## src/verilog/gpio_port_defines.svh

```systemverilog
`ifndef GPIO_PORT_DEFINES_SVH
`define GPIO_PORT_DEFINES_SVH

// Register offsets on the plain register port
`define ADDR_DIR_WORD    4'h0
`define ADDR_OUT_WORD    4'h1
`define ADDR_IN_WORD     4'h2
`define ADDR_OUT_LOW     4'h3
`define ADDR_OUT_HIGH    4'h4
`define ADDR_IN_LOW      4'h5
`define ADDR_IN_HIGH     4'h6
`define ADDR_DIR_BIT     4'h7
`define ADDR_OUT_BIT     4'h8
`define ADDR_SET_PIN     4'h9
`define ADDR_COMMAND     4'ha
`define ADDR_STATUS      4'hb

// Field positions of single-pin writes and commands
`define PIN_IDX_MSB      3
`define PIN_VAL_POS      4
`define CMD_CODE_MSB     3
`define SLEEP_CNT_LSB    8
`define SLEEP_CNT_MSB    15

// Command codes written to the command register
`define CMD_LONG_SLEEP   4'h1
`define CMD_SHORT_SLEEP  4'h2
`define CMD_END          4'h3
`define CMD_HALT         4'h4
`define CMD_KICK         4'h5

// Reset values
`define DIR_RESET        16'h0000
`define OUT_RESET        16'h0000

// Timing, times in their own units, counts derived at 100 MHz
`define CLK_MHZ          100
`define WAKE_PERIOD_MS   2300
`define FLOAT_TIME_MS    18
`define WAKE_PERIOD_CYC  (`WAKE_PERIOD_MS * 1000 * `CLK_MHZ)
`define FLOAT_TIME_CYC   (`FLOAT_TIME_MS * 1000 * `CLK_MHZ)

`endif

```

## src/verilog/gpio_port_pkg.sv

```systemverilog
package gpio_port_pkg;

  // Port operating states
  typedef enum logic [2:0] {
    ST_RUN,
    ST_FLOAT,
    ST_SLEEP,
    ST_END,
    ST_HALT
  } port_state_t;

  // One register access as seen by the port
  typedef struct packed {
    logic [3:0]  addr;
    logic [15:0] wdata;
    logic        wr;
    logic        rd;
  } reg_req_t;

  // What the pin stage is asked to do
  typedef struct packed {
    logic [15:0] dir;
    logic [15:0] level;
    logic        float_all;
  } pin_ctrl_t;

endpackage : gpio_port_pkg

```

## src/verilog/sixteen_pin_io_port.sv

```systemverilog
// Functional notes
// - Reset makes every pin an input
// - Direction word, one bit per pin, 1=output
// - Output latch word drives pins set output
// - Input pins keep latch value, pin undriven
// - Set-level forces output and loads level in the same write
// - Single direction and latch bits writable
// - Input word plus low and high halves
// - Watchdog floats pins and flags a stalled controller
// - Sleep wakes every 2.3 seconds
// - Pins float 18 ms then restore
// - End enters low power with glitch
// - Halt stops but keeps outputs driven
// - Finished device ignores all writes until reset
//
// The register offsets and the strobed register port were chosen for this implementation.
`timescale 1ns/1ps
`include "gpio_port_defines.svh"

module sixteen_pin_io_port #(
  parameter int unsigned WAKE_CYCLES  = `WAKE_PERIOD_CYC,
  parameter int unsigned FLOAT_CYCLES = `FLOAT_TIME_CYC,
  parameter int unsigned WDT_CYCLES   = `WAKE_PERIOD_CYC
) (
  input  wire logic        clk_in,
  input  wire logic        rst_in,
  input  wire logic [3:0]  addr_in,
  input  wire logic [15:0] wdata_in,
  input  wire logic        wr_in,
  input  wire logic        rd_in,
  output logic [15:0]      rdata_out,
  input  wire logic [15:0] pin_in,
  output logic [15:0]      pin_out,
  output logic [15:0]      pin_oe_n_out
);

  // One-hot mask of the pin named in a single-pin write
  function automatic logic [15:0] pin_mask(
    input logic [3:0] idx
  );
    pin_mask = 16'h0001 << idx;
  endfunction : pin_mask

  gpio_port_pkg::reg_req_t    req;
  gpio_port_pkg::pin_ctrl_t   ctrl;
  gpio_port_pkg::port_state_t state_q;
  gpio_port_pkg::port_state_t return_q;

  logic [15:0] dir_q;
  logic [15:0] latch_q;
  logic [7:0]  sleep_left_q;
  logic        wdt_flag_q;
  logic        accept;
  logic        period_run;
  logic        period_fire;
  logic        float_fire;
  logic        kick;
  logic [15:0] sel_mask;
  logic        sel_val;
  logic [3:0]  cmd;
  logic [7:0]  sleep_req;

  // Bundle the register port
  assign req.addr  = addr_in;
  assign req.wdata = wdata_in;
  assign req.wr    = wr_in;
  assign req.rd    = rd_in;

  // Writes only land while the program runs
  assign accept   = req.wr && (state_q == gpio_port_pkg::ST_RUN);
  assign sel_mask = pin_mask(req.wdata[`PIN_IDX_MSB:0]);
  assign sel_val  = req.wdata[`PIN_VAL_POS];
  assign cmd      = req.wdata[`CMD_CODE_MSB:0];
  assign kick     = accept && (req.addr == `ADDR_COMMAND)
                    && (cmd == `CMD_KICK);

  // Zero sleep count still sleeps one period
  assign sleep_req = (req.wdata[`SLEEP_CNT_MSB:`SLEEP_CNT_LSB] == 8'h00)
                     ? 8'h01
                     : req.wdata[`SLEEP_CNT_MSB:`SLEEP_CNT_LSB];

  // One timer serves as watchdog while running, wake clock asleep
  assign period_run = ((state_q == gpio_port_pkg::ST_RUN) && !kick)
                      || (state_q == gpio_port_pkg::ST_SLEEP)
                      || (state_q == gpio_port_pkg::ST_END);

  interval_timer #(
    .CYCLES (WAKE_CYCLES)
  ) u_period (
    .clk_in   (clk_in),
    .rst_in   (rst_in),
    .run_in   (period_run),
    .fire_out (period_fire)
  );

  interval_timer #(
    .CYCLES (FLOAT_CYCLES)
  ) u_float (
    .clk_in   (clk_in),
    .rst_in   (rst_in),
    .run_in   (state_q == gpio_port_pkg::ST_FLOAT),
    .fire_out (float_fire)
  );

  // Direction word; whole, single bit and set-level writes
  always_ff @(posedge clk_in or posedge rst_in) begin
    if (rst_in) begin
      dir_q <= `DIR_RESET;
    end else if (accept) begin
      case (req.addr)
        `ADDR_DIR_WORD: dir_q <= req.wdata;
        `ADDR_DIR_BIT: begin
          dir_q <= sel_val ? (dir_q | sel_mask)
                           : (dir_q & ~sel_mask);
        end
        `ADDR_SET_PIN: dir_q <= dir_q | sel_mask;
        default: dir_q <= dir_q;
      endcase
    end
  end

  // Output latches; they store even while the pin is an input
  always_ff @(posedge clk_in or posedge rst_in) begin
    if (rst_in) begin
      latch_q <= `OUT_RESET;
    end else if (accept) begin
      case (req.addr)
        `ADDR_OUT_WORD: latch_q <= req.wdata;
        `ADDR_OUT_LOW:  latch_q[7:0]  <= req.wdata[7:0];
        `ADDR_OUT_HIGH: latch_q[15:8] <= req.wdata[7:0];
        `ADDR_OUT_BIT, `ADDR_SET_PIN: begin
          latch_q <= sel_val ? (latch_q | sel_mask)
                             : (latch_q & ~sel_mask);
        end
        default: latch_q <= latch_q;
      endcase
    end
  end

  // Operating state; the float window follows every wake-up
  always_ff @(posedge clk_in or posedge rst_in) begin
    if (rst_in) begin
      state_q  <= gpio_port_pkg::ST_FLOAT;
      return_q <= gpio_port_pkg::ST_RUN;
    end else begin
      case (state_q)
        gpio_port_pkg::ST_RUN: begin
          if (period_fire) begin
            state_q  <= gpio_port_pkg::ST_FLOAT;
            return_q <= gpio_port_pkg::ST_RUN;
          end else if (accept && req.addr == `ADDR_COMMAND) begin
            case (cmd)
              `CMD_LONG_SLEEP,
              `CMD_SHORT_SLEEP: state_q <= gpio_port_pkg::ST_SLEEP;
              `CMD_END:  state_q <= gpio_port_pkg::ST_END;
              `CMD_HALT: state_q <= gpio_port_pkg::ST_HALT;
              default:   state_q <= gpio_port_pkg::ST_RUN;
            endcase
          end
        end
        gpio_port_pkg::ST_SLEEP: begin
          if (period_fire) begin
            state_q  <= gpio_port_pkg::ST_FLOAT;
            return_q <= (sleep_left_q == 8'h01)
                        ? gpio_port_pkg::ST_RUN
                        : gpio_port_pkg::ST_SLEEP;
          end
        end
        gpio_port_pkg::ST_END: begin
          // Low power never ends; it only glitches each period
          if (period_fire) begin
            state_q  <= gpio_port_pkg::ST_FLOAT;
            return_q <= gpio_port_pkg::ST_END;
          end
        end
        gpio_port_pkg::ST_FLOAT: begin
          if (float_fire) begin
            state_q <= return_q;
          end
        end
        gpio_port_pkg::ST_HALT: state_q <= gpio_port_pkg::ST_HALT;
        default: state_q <= gpio_port_pkg::ST_FLOAT;
      endcase
    end
  end

  // Remaining sleep periods
  always_ff @(posedge clk_in or posedge rst_in) begin
    if (rst_in) begin
      sleep_left_q <= 8'h00;
    end else if (accept && req.addr == `ADDR_COMMAND) begin
      if (cmd == `CMD_LONG_SLEEP) begin
        sleep_left_q <= sleep_req;
      end else if (cmd == `CMD_SHORT_SLEEP) begin
        sleep_left_q <= 8'h01;
      end
    end else if (state_q == gpio_port_pkg::ST_SLEEP && period_fire) begin
      sleep_left_q <= sleep_left_q - 8'h01;
    end
  end

  // Sticky watchdog flag; a new bite wins over the clearing read
  always_ff @(posedge clk_in or posedge rst_in) begin
    if (rst_in) begin
      wdt_flag_q <= 1'b0;
    end else if (state_q == gpio_port_pkg::ST_RUN && period_fire) begin
      wdt_flag_q <= 1'b1;
    end else if (req.rd && req.addr == `ADDR_STATUS) begin
      wdt_flag_q <= 1'b0;
    end
  end

  // Read data stands only in the cycle after the strobe
  always_ff @(posedge clk_in or posedge rst_in) begin
    if (rst_in) begin
      rdata_out <= 16'h0000;
    end else if (req.rd) begin
      case (req.addr)
        `ADDR_DIR_WORD: rdata_out <= dir_q;
        `ADDR_OUT_WORD: rdata_out <= latch_q;
        `ADDR_IN_WORD:  rdata_out <= pin_in;
        `ADDR_OUT_LOW:  rdata_out <= {8'h00, latch_q[7:0]};
        `ADDR_OUT_HIGH: rdata_out <= {8'h00, latch_q[15:8]};
        `ADDR_IN_LOW:   rdata_out <= {8'h00, pin_in[7:0]};
        `ADDR_IN_HIGH:  rdata_out <= {8'h00, pin_in[15:8]};
        `ADDR_STATUS: begin
          rdata_out <= {8'h00, sleep_left_q[3:0], wdt_flag_q,
                        3'(state_q)};
        end
        default: rdata_out <= 16'h0000;
      endcase
    end else begin
      rdata_out <= 16'h0000;
    end
  end

  // Pins: enable from direction, level from latch, all off in float
  assign ctrl.dir       = dir_q;
  assign ctrl.level     = latch_q;
  assign ctrl.float_all = (state_q == gpio_port_pkg::ST_FLOAT);

  pin_stage u_pins (
    .clk_in       (clk_in),
    .rst_in       (rst_in),
    .ctrl_in      (ctrl),
    .pin_out      (pin_out),
    .pin_oe_n_out (pin_oe_n_out)
  );

  // Pins come out of reset undriven
  a_reset_all_inputs: assert property (
    @(posedge clk_in) $fell(rst_in) |-> (pin_oe_n_out == 16'hffff)
  ) else $error("pins driven right after reset");

  // Whole direction word write lands next cycle
  a_dir_word_write: assert property (
    @(posedge clk_in) disable iff (rst_in)
    (accept && req.addr == `ADDR_DIR_WORD)
    |=> (dir_q == $past(req.wdata))
  ) else $error("direction word not stored");

  // Whole latch write lands even for input pins
  a_out_word_write: assert property (
    @(posedge clk_in) disable iff (rst_in)
    (accept && req.addr == `ADDR_OUT_WORD)
    |=> (latch_q == $past(req.wdata))
  ) else $error("output word not stored");

  // Drivers follow direction and latch one cycle later
  a_drive_follows_dir: assert property (
    @(posedge clk_in) disable iff (rst_in)
    (state_q != gpio_port_pkg::ST_FLOAT)
    |=> (pin_oe_n_out == ~$past(dir_q))
        && (pin_out == $past(latch_q))
  ) else $error("pin drive does not follow registers");

  // Set-level makes the pin an output at the level
  a_set_pin_level: assert property (
    @(posedge clk_in) disable iff (rst_in)
    (accept && req.addr == `ADDR_SET_PIN)
    |=> ((dir_q & $past(sel_mask)) == $past(sel_mask))
        && (((latch_q & $past(sel_mask)) != 16'h0000)
            == $past(sel_val))
  ) else $error("set-level did not force output");

  // Single direction bit leaves the other pins alone
  a_dir_bit_only: assert property (
    @(posedge clk_in) disable iff (rst_in)
    (accept && req.addr == `ADDR_DIR_BIT)
    |=> ((dir_q & ~$past(sel_mask)) == ($past(dir_q) & ~$past(sel_mask)))
  ) else $error("single bit write disturbed others");

  // Input word read returns the sampled pins
  a_input_read: assert property (
    @(posedge clk_in) disable iff (rst_in)
    (req.rd && req.addr == `ADDR_IN_WORD)
    |=> (rdata_out == $past(pin_in))
  ) else $error("input word read wrong");

  // Watchdog bite starts the float window
  a_wdt_bite: assert property (
    @(posedge clk_in) disable iff (rst_in)
    (state_q == gpio_port_pkg::ST_RUN && period_fire)
    |=> (state_q == gpio_port_pkg::ST_FLOAT) && wdt_flag_q
  ) else $error("watchdog bite missed");

  // Each sleep period ends in a wake-up
  a_sleep_wake: assert property (
    @(posedge clk_in) disable iff (rst_in)
    (state_q == gpio_port_pkg::ST_SLEEP && period_fire)
    |=> (state_q == gpio_port_pkg::ST_FLOAT)
  ) else $error("sleep did not wake");

  // Float window releases every driver
  a_float_inputs: assert property (
    @(posedge clk_in) disable iff (rst_in)
    (state_q == gpio_port_pkg::ST_FLOAT)
    |=> (pin_oe_n_out == 16'hffff)
  ) else $error("pin driven during float");

  // Ended device glitches and comes back to end
  a_end_glitch: assert property (
    @(posedge clk_in) disable iff (rst_in)
    (state_q == gpio_port_pkg::ST_END && period_fire)
    |=> (state_q == gpio_port_pkg::ST_FLOAT)
        && (return_q == gpio_port_pkg::ST_END)
  ) else $error("end state lost its wake-up");

  // Halt keeps drivers and ignores writes for good
  a_halt_holds: assert property (
    @(posedge clk_in) disable iff (rst_in)
    (state_q == gpio_port_pkg::ST_HALT)
    |=> (state_q == gpio_port_pkg::ST_HALT) && $stable(dir_q)
        && $stable(latch_q)
  ) else $error("halt state left or changed");

  // Ended device must not take register writes
  a_end_refuses: assert property (
    @(posedge clk_in) disable iff (rst_in)
    (state_q == gpio_port_pkg::ST_END && req.wr)
    |=> $stable(dir_q) && $stable(latch_q)
  ) else $error("write landed after end");

  // Float window hands back to the state it interrupted
  a_float_restores: assert property (
    @(posedge clk_in) disable iff (rst_in)
    (state_q == gpio_port_pkg::ST_FLOAT && float_fire)
    |=> (state_q == $past(return_q))
  ) else $error("float window did not restore state");

endmodule : sixteen_pin_io_port

```

## src/verilog/interval_timer.sv

```systemverilog
`timescale 1ns/1ps

module interval_timer #(
  parameter int unsigned CYCLES = 32'd1000
) (
  input  wire logic clk_in,
  input  wire logic rst_in,
  input  wire logic run_in,
  output logic      fire_out
);

  localparam logic [31:0] LAST = 32'(CYCLES - 1);

  logic [31:0] cnt_q;

  // Fires in the CYCLES-th cycle of an unbroken run
  assign fire_out = run_in && (cnt_q == LAST);

  // Dropping run restarts the interval from zero
  always_ff @(posedge clk_in or posedge rst_in) begin
    if (rst_in) begin
      cnt_q <= 32'h0000_0000;
    end else if (!run_in || fire_out) begin
      cnt_q <= 32'h0000_0000;
    end else begin
      cnt_q <= cnt_q + 32'h0000_0001;
    end
  end

endmodule : interval_timer

```

## src/verilog/pin_stage.sv

```systemverilog
`timescale 1ns/1ps

module pin_stage (
  input  wire logic                    clk_in,
  input  wire logic                    rst_in,
  input  wire gpio_port_pkg::pin_ctrl_t ctrl_in,
  output logic [15:0]                  pin_out,
  output logic [15:0]                  pin_oe_n_out
);

  // One registered driver per pin; enable is low while driving
  for (genvar i = 0; i < 16; i++) begin : g_pin
    always_ff @(posedge clk_in or posedge rst_in) begin
      if (rst_in) begin
        pin_out[i]      <= 1'b0;
        pin_oe_n_out[i] <= 1'b1;
      end else begin
        pin_out[i]      <= ctrl_in.level[i];
        pin_oe_n_out[i] <= ~(ctrl_in.dir[i] & ~ctrl_in.float_all);
      end
    end
  end

endmodule : pin_stage

```

## config.mk

```make
export PLATFORM = sky130hd
export DESIGN_NAME = sixteen_pin_io_port
export DESIGN_NICKNAME = d
export VERILOG_FILES = /design/src/verilog/gpio_port_pkg.sv /design/src/verilog/sixteen_pin_io_port.sv /design/src/verilog/interval_timer.sv /design/src/verilog/pin_stage.sv
export VERILOG_INCLUDE_DIRS = /design/src /design/src/verilog
export SDC_FILE = /design/constraint.sdc
export NUM_CORES = 1
export LEC_CHECK = 0
export ABC_CLOCK_PERIOD_IN_PS = 3500
export CELL_PAD_IN_SITES_DETAIL_PLACEMENT = 0
export CELL_PAD_IN_SITES_GLOBAL_PLACEMENT = 2
export CORE_AREA = 4 4 148 150
export DETAILED_ROUTE_END_ITERATION = 8
export DIE_AREA = 0 0 152 154
export DONT_BUFFER_PORTS = 1
export GPL_TIMING_DRIVEN = 0
export PLACE_DENSITY = 0.89
export SETUP_SLACK_MARGIN = 0.5
export SYNTH_ARGS = -nofsm -noshare
export SYNTH_HDL_FRONTEND = slang
export SYNTH_HIERARCHICAL = 1
export SYNTH_SLANG_ARGS = --single-unit
```

## constraint.sdc

```tcl
create_clock -name clk_in -period 3.5 [get_ports clk_in]
set_clock_uncertainty 0.15 [all_clocks]
set_input_delay 0.875 -clock clk_in [delete_from_list [all_inputs] [get_ports clk_in]]
set_output_delay 0.875 -clock clk_in [all_outputs]
set_load 0.03 [all_outputs]
```

==> results.md <==
* Status: finished, final reports clean
* Mapped Area at 8290 um^2
* Final Core Density at 45.6%
* Pin count of the biggest net entering global routing at 41
* Row count at 53
* FF-to-FF setup slack at 650 ps
* WL/cell at 21.3 um
* Clock-pin slew on the worst setup and hold paths at 70 ps
* Die Wd at 152 um
* Hold Path Class: in2async
* Post-synthesis cell count at 851
* Max stage delay cell, worst path: o32a_1
* Slew HR at 38.5%
* Detail Route Antenna Nets at 0
* CTS buffer count at 17
* Critical path class: in2reg
* Crit-path max FO at 10
* Iter 0 DRT Violations at 696
* Initial antenna violation count at 3
* Top Ports at 88
* #FFs+latches synth at 158
* Clock root cell: clkbuf_16
* Dpl hpwl at 18.1 mm
* Hold WS at 94.4 ps
* Clock Latency Late Sink at 430 ps
* Final weighted congestion in routability-driven placement at 0.931
* Die area at 23400 um^2
* Final setup fails at 0
* Fin. max-slew vios at 0
* Crit path to: sleep_left_q[4]
* Place WS at -28.4 ps
* Vias in the first global route at 6657
* Post-route DRC at 0
* P per Cell Area at 429 nW/um^2
* Critical path's top delay family: simple AND/OR/NAND/NOR gates
* Maximum VDD drop at 327 uV
* Worst slew pin tran at 921 ps
* Via count at 7050
* Core Region at 20700 um^2
* Final Hold Fails at 0
* Via density at 6.04
* EDFF count, synth at 0
* Mapped Nets at 895
* RSZ-0062 raised after global routing: no
* H-tree lvl count at 4
* Setup crit start kind: input pin
* Post-synthesis sequential area ratio at 48.0%
* Initial Util at 40.0%
* Grt ovf at 0
* DP Cell Count at 1127
* Max Buffers Root-to-Sink at 2
* First-pass GRT wire length at 39.4 mm
* Synth async-reset ratio at 100%
* Setup ws final at 577 ps
* Post-layout nets at 922
* Critical Path End Type: flip-flop
* Clk sinks at 158
* Critical path depth at 11
* Crit path buf inv count at 2
* Finished Layout Cells at 1168
* Crit path DAT at 3080 ps
* Slowest stage delay, CP at 350 ps
* Worst r2r dst: sleep_left_q[4]
* TNS Setup at 0 ps
* Synth unique cells at 78
* Avg Inst Size Synth at 9.74 um^2
* Layout area overhead at 13.9%
* Worst setup startpoint: wdata_in[1]
* Final worst-path cycle share at 83.5%
* Lkg Pwr at 3.63 nW
* Hold bufs inserted after CTS at 0
* Die height at 154 um
* Port Buffer Count at 0
* Crit path time final at 2920 ps
* Drt first pass iters at 9
* Top_reg_cell synth: dfrtp_1
* Layout cells sized above 1 at 13.4%
* Synth warnings at 6
* Critical Path RT at 3660 ps
* Worst reg2reg startpoint: state_q[0]
* Length in cells of the worst reg-to-reg path at 10
* CTS tree: built
* Drt total wl at 24.9 mm
* Maxcap violations at 0
* F_max at 342 MHz
* Total Routing Usage GR at 21.1%
* CP cell instances: buf_2 -> nor2_1 -> nand3_2 -> o21bai_1 -> a21oi_1 -> inv_2 -> nor3_4 -> nor3b_4 -> nand2_2 -> and2_1 -> o32a_1
[report_power, final]
group	switching (mW)	total, mW	internal, mW
combinational	0.137	0.208	0.0710
clock	0.850	1.93	1.08
sequential	0.0528	1.91	1.85
[flip-flops by register name, summed over array words and instances (netlist names), named ones only]
name	cells
dir_q	16
latch_q	8
rdata_out	16
return_q	2
sleep_left_q	8
state_q	3
u_float/cnt_q	32
u_period/cnt_q	32
u_pins/pin_oe_n_out	16
u_pins/pin_out	16
wdt_flag_q	1
[cells in the mapped netlist (13+ instances only)]
cell type	instances	area (um^2)
nand2_1	54	203
nand2b_1	17	106
or3_1	14	87.6
nor3_1	14	70.1
buf_2	14	70.1
o31ai_1	18	135
inv_1	22	82.6
a21oi_1	74	370
a222oi_1	16	160
clkbuf_1	29	109
dfrtp_1	141	3530
nor2_1	61	229
nand3_1	45	225
o21ai_1	14	70.1
xnor2_1	13	114
nand4_1	28	175
or4_1	20	150
dfstp_2	17	447
nor4_1	15	93.8
o21ai_0	29	145
[worst register-to-register path: cells and delay by family, from the launching register on]
family / cells / cell delay, ps
and+or+nand+nor: 6 / 1170
DFF: 1 / 610
AOI/OAI and AO/OA: 3 / 680
buffers and inverters: 1 / 110
[per-layer routing]
layer | vias up | part of all wire (%) | track usage (%)
li1 | 3318 | - | -
met1 | 3482 | 44 | 28.3
met2 | 223 | 46 | 32.7
met3 | 25 | 8.4 | 7.43
met4 | 2 | 1.2 | 5.27
met5 | - | 0.028 | 0
[worst min path at each step]
stage | to | slack (ps) | cells past startpoint | start
floorplan | u_pins/pin_out[4] | 220 | 0 | flip-flop
global placement | u_pins/pin_out[1] | 260 | 0 | flip-flop
detailed placement | u_pins/pin_out[1] | 260 | 0 | flip-flop
CTS | wdt_flag_q | 230 | 1 | rst_in
global route | u_period/cnt_q[21] | 80 | 1 | rst_in
finish | u_period/cnt_q[21] | 90 | 1 | rst_in
[placed cells by master, fill, tap and decap left out, types with 11 or more instances in the layout]
master,synthesis,routed
dfrtp_1,141,141
a21oi_1,74,74
nor2_1,61,61
nand2_1,54,51
nand3_1,45,44
o21ai_0,29,29
nand4_1,28,28
clkbuf_1,29,23
or4_1,20,20
o31ai_1,18,18
inv_1,22,17
nand2b_1,17,17
clkbuf_16,0,17
dfstp_2,17,17
a222oi_1,16,16
buf_2,14,15
nor4_1,15,14
o21ai_1,14,14
or3_1,14,14
nor3_1,14,13
xnor2_1,13,13
o22ai_1,11,11
a22o_1,11,11
xor2_1,11,11
and3_1,11,11
[stage by stage]
stage	total power [mW]	cell area [um^2]
after detailed placement	2.14	8690
after global routing	4.21	9440
after CTS	4.08	9330
after floorplan	2.07	8320
after global placement	2.13	8670
final	4.05	9440
[cells by family after synthesis]
group | Yosys count | synth area share (%)
flip-flops | 158 | 48.0
AO/OA/AOI/OAI | 238 | 19.3
multiplexers | 10 | 1.24
buffers and inverters | 76 | 4.24
adder cells (fa/ha/maj) | 4 | 0.604
AND/OR/NAND/NOR | 341 | 24.1
XOR/XNOR | 24 | 2.54
[final cells by class]
cell class              instances  area (um^2)
fillers                      2024        11300
multi-input cells             617         4030
flip-flops and latches        158         3980
clock buffers                  17          425
well taps                     275          344
plain buffers                  54          283
clock inverters                15          179
repair buffers                  8          118
inverters                      22         82.6
diodes                          2         5.00
[what timing repair did]
item,CTS,global route
gates cloned,0,0
hold endpoints to repair,0,0
buffers inserted,1,3
resized for setup,4,11
pin swaps,0,1
setup endpoints to repair,15,8
No activity file was read; power rests on OpenSTA's default activity.
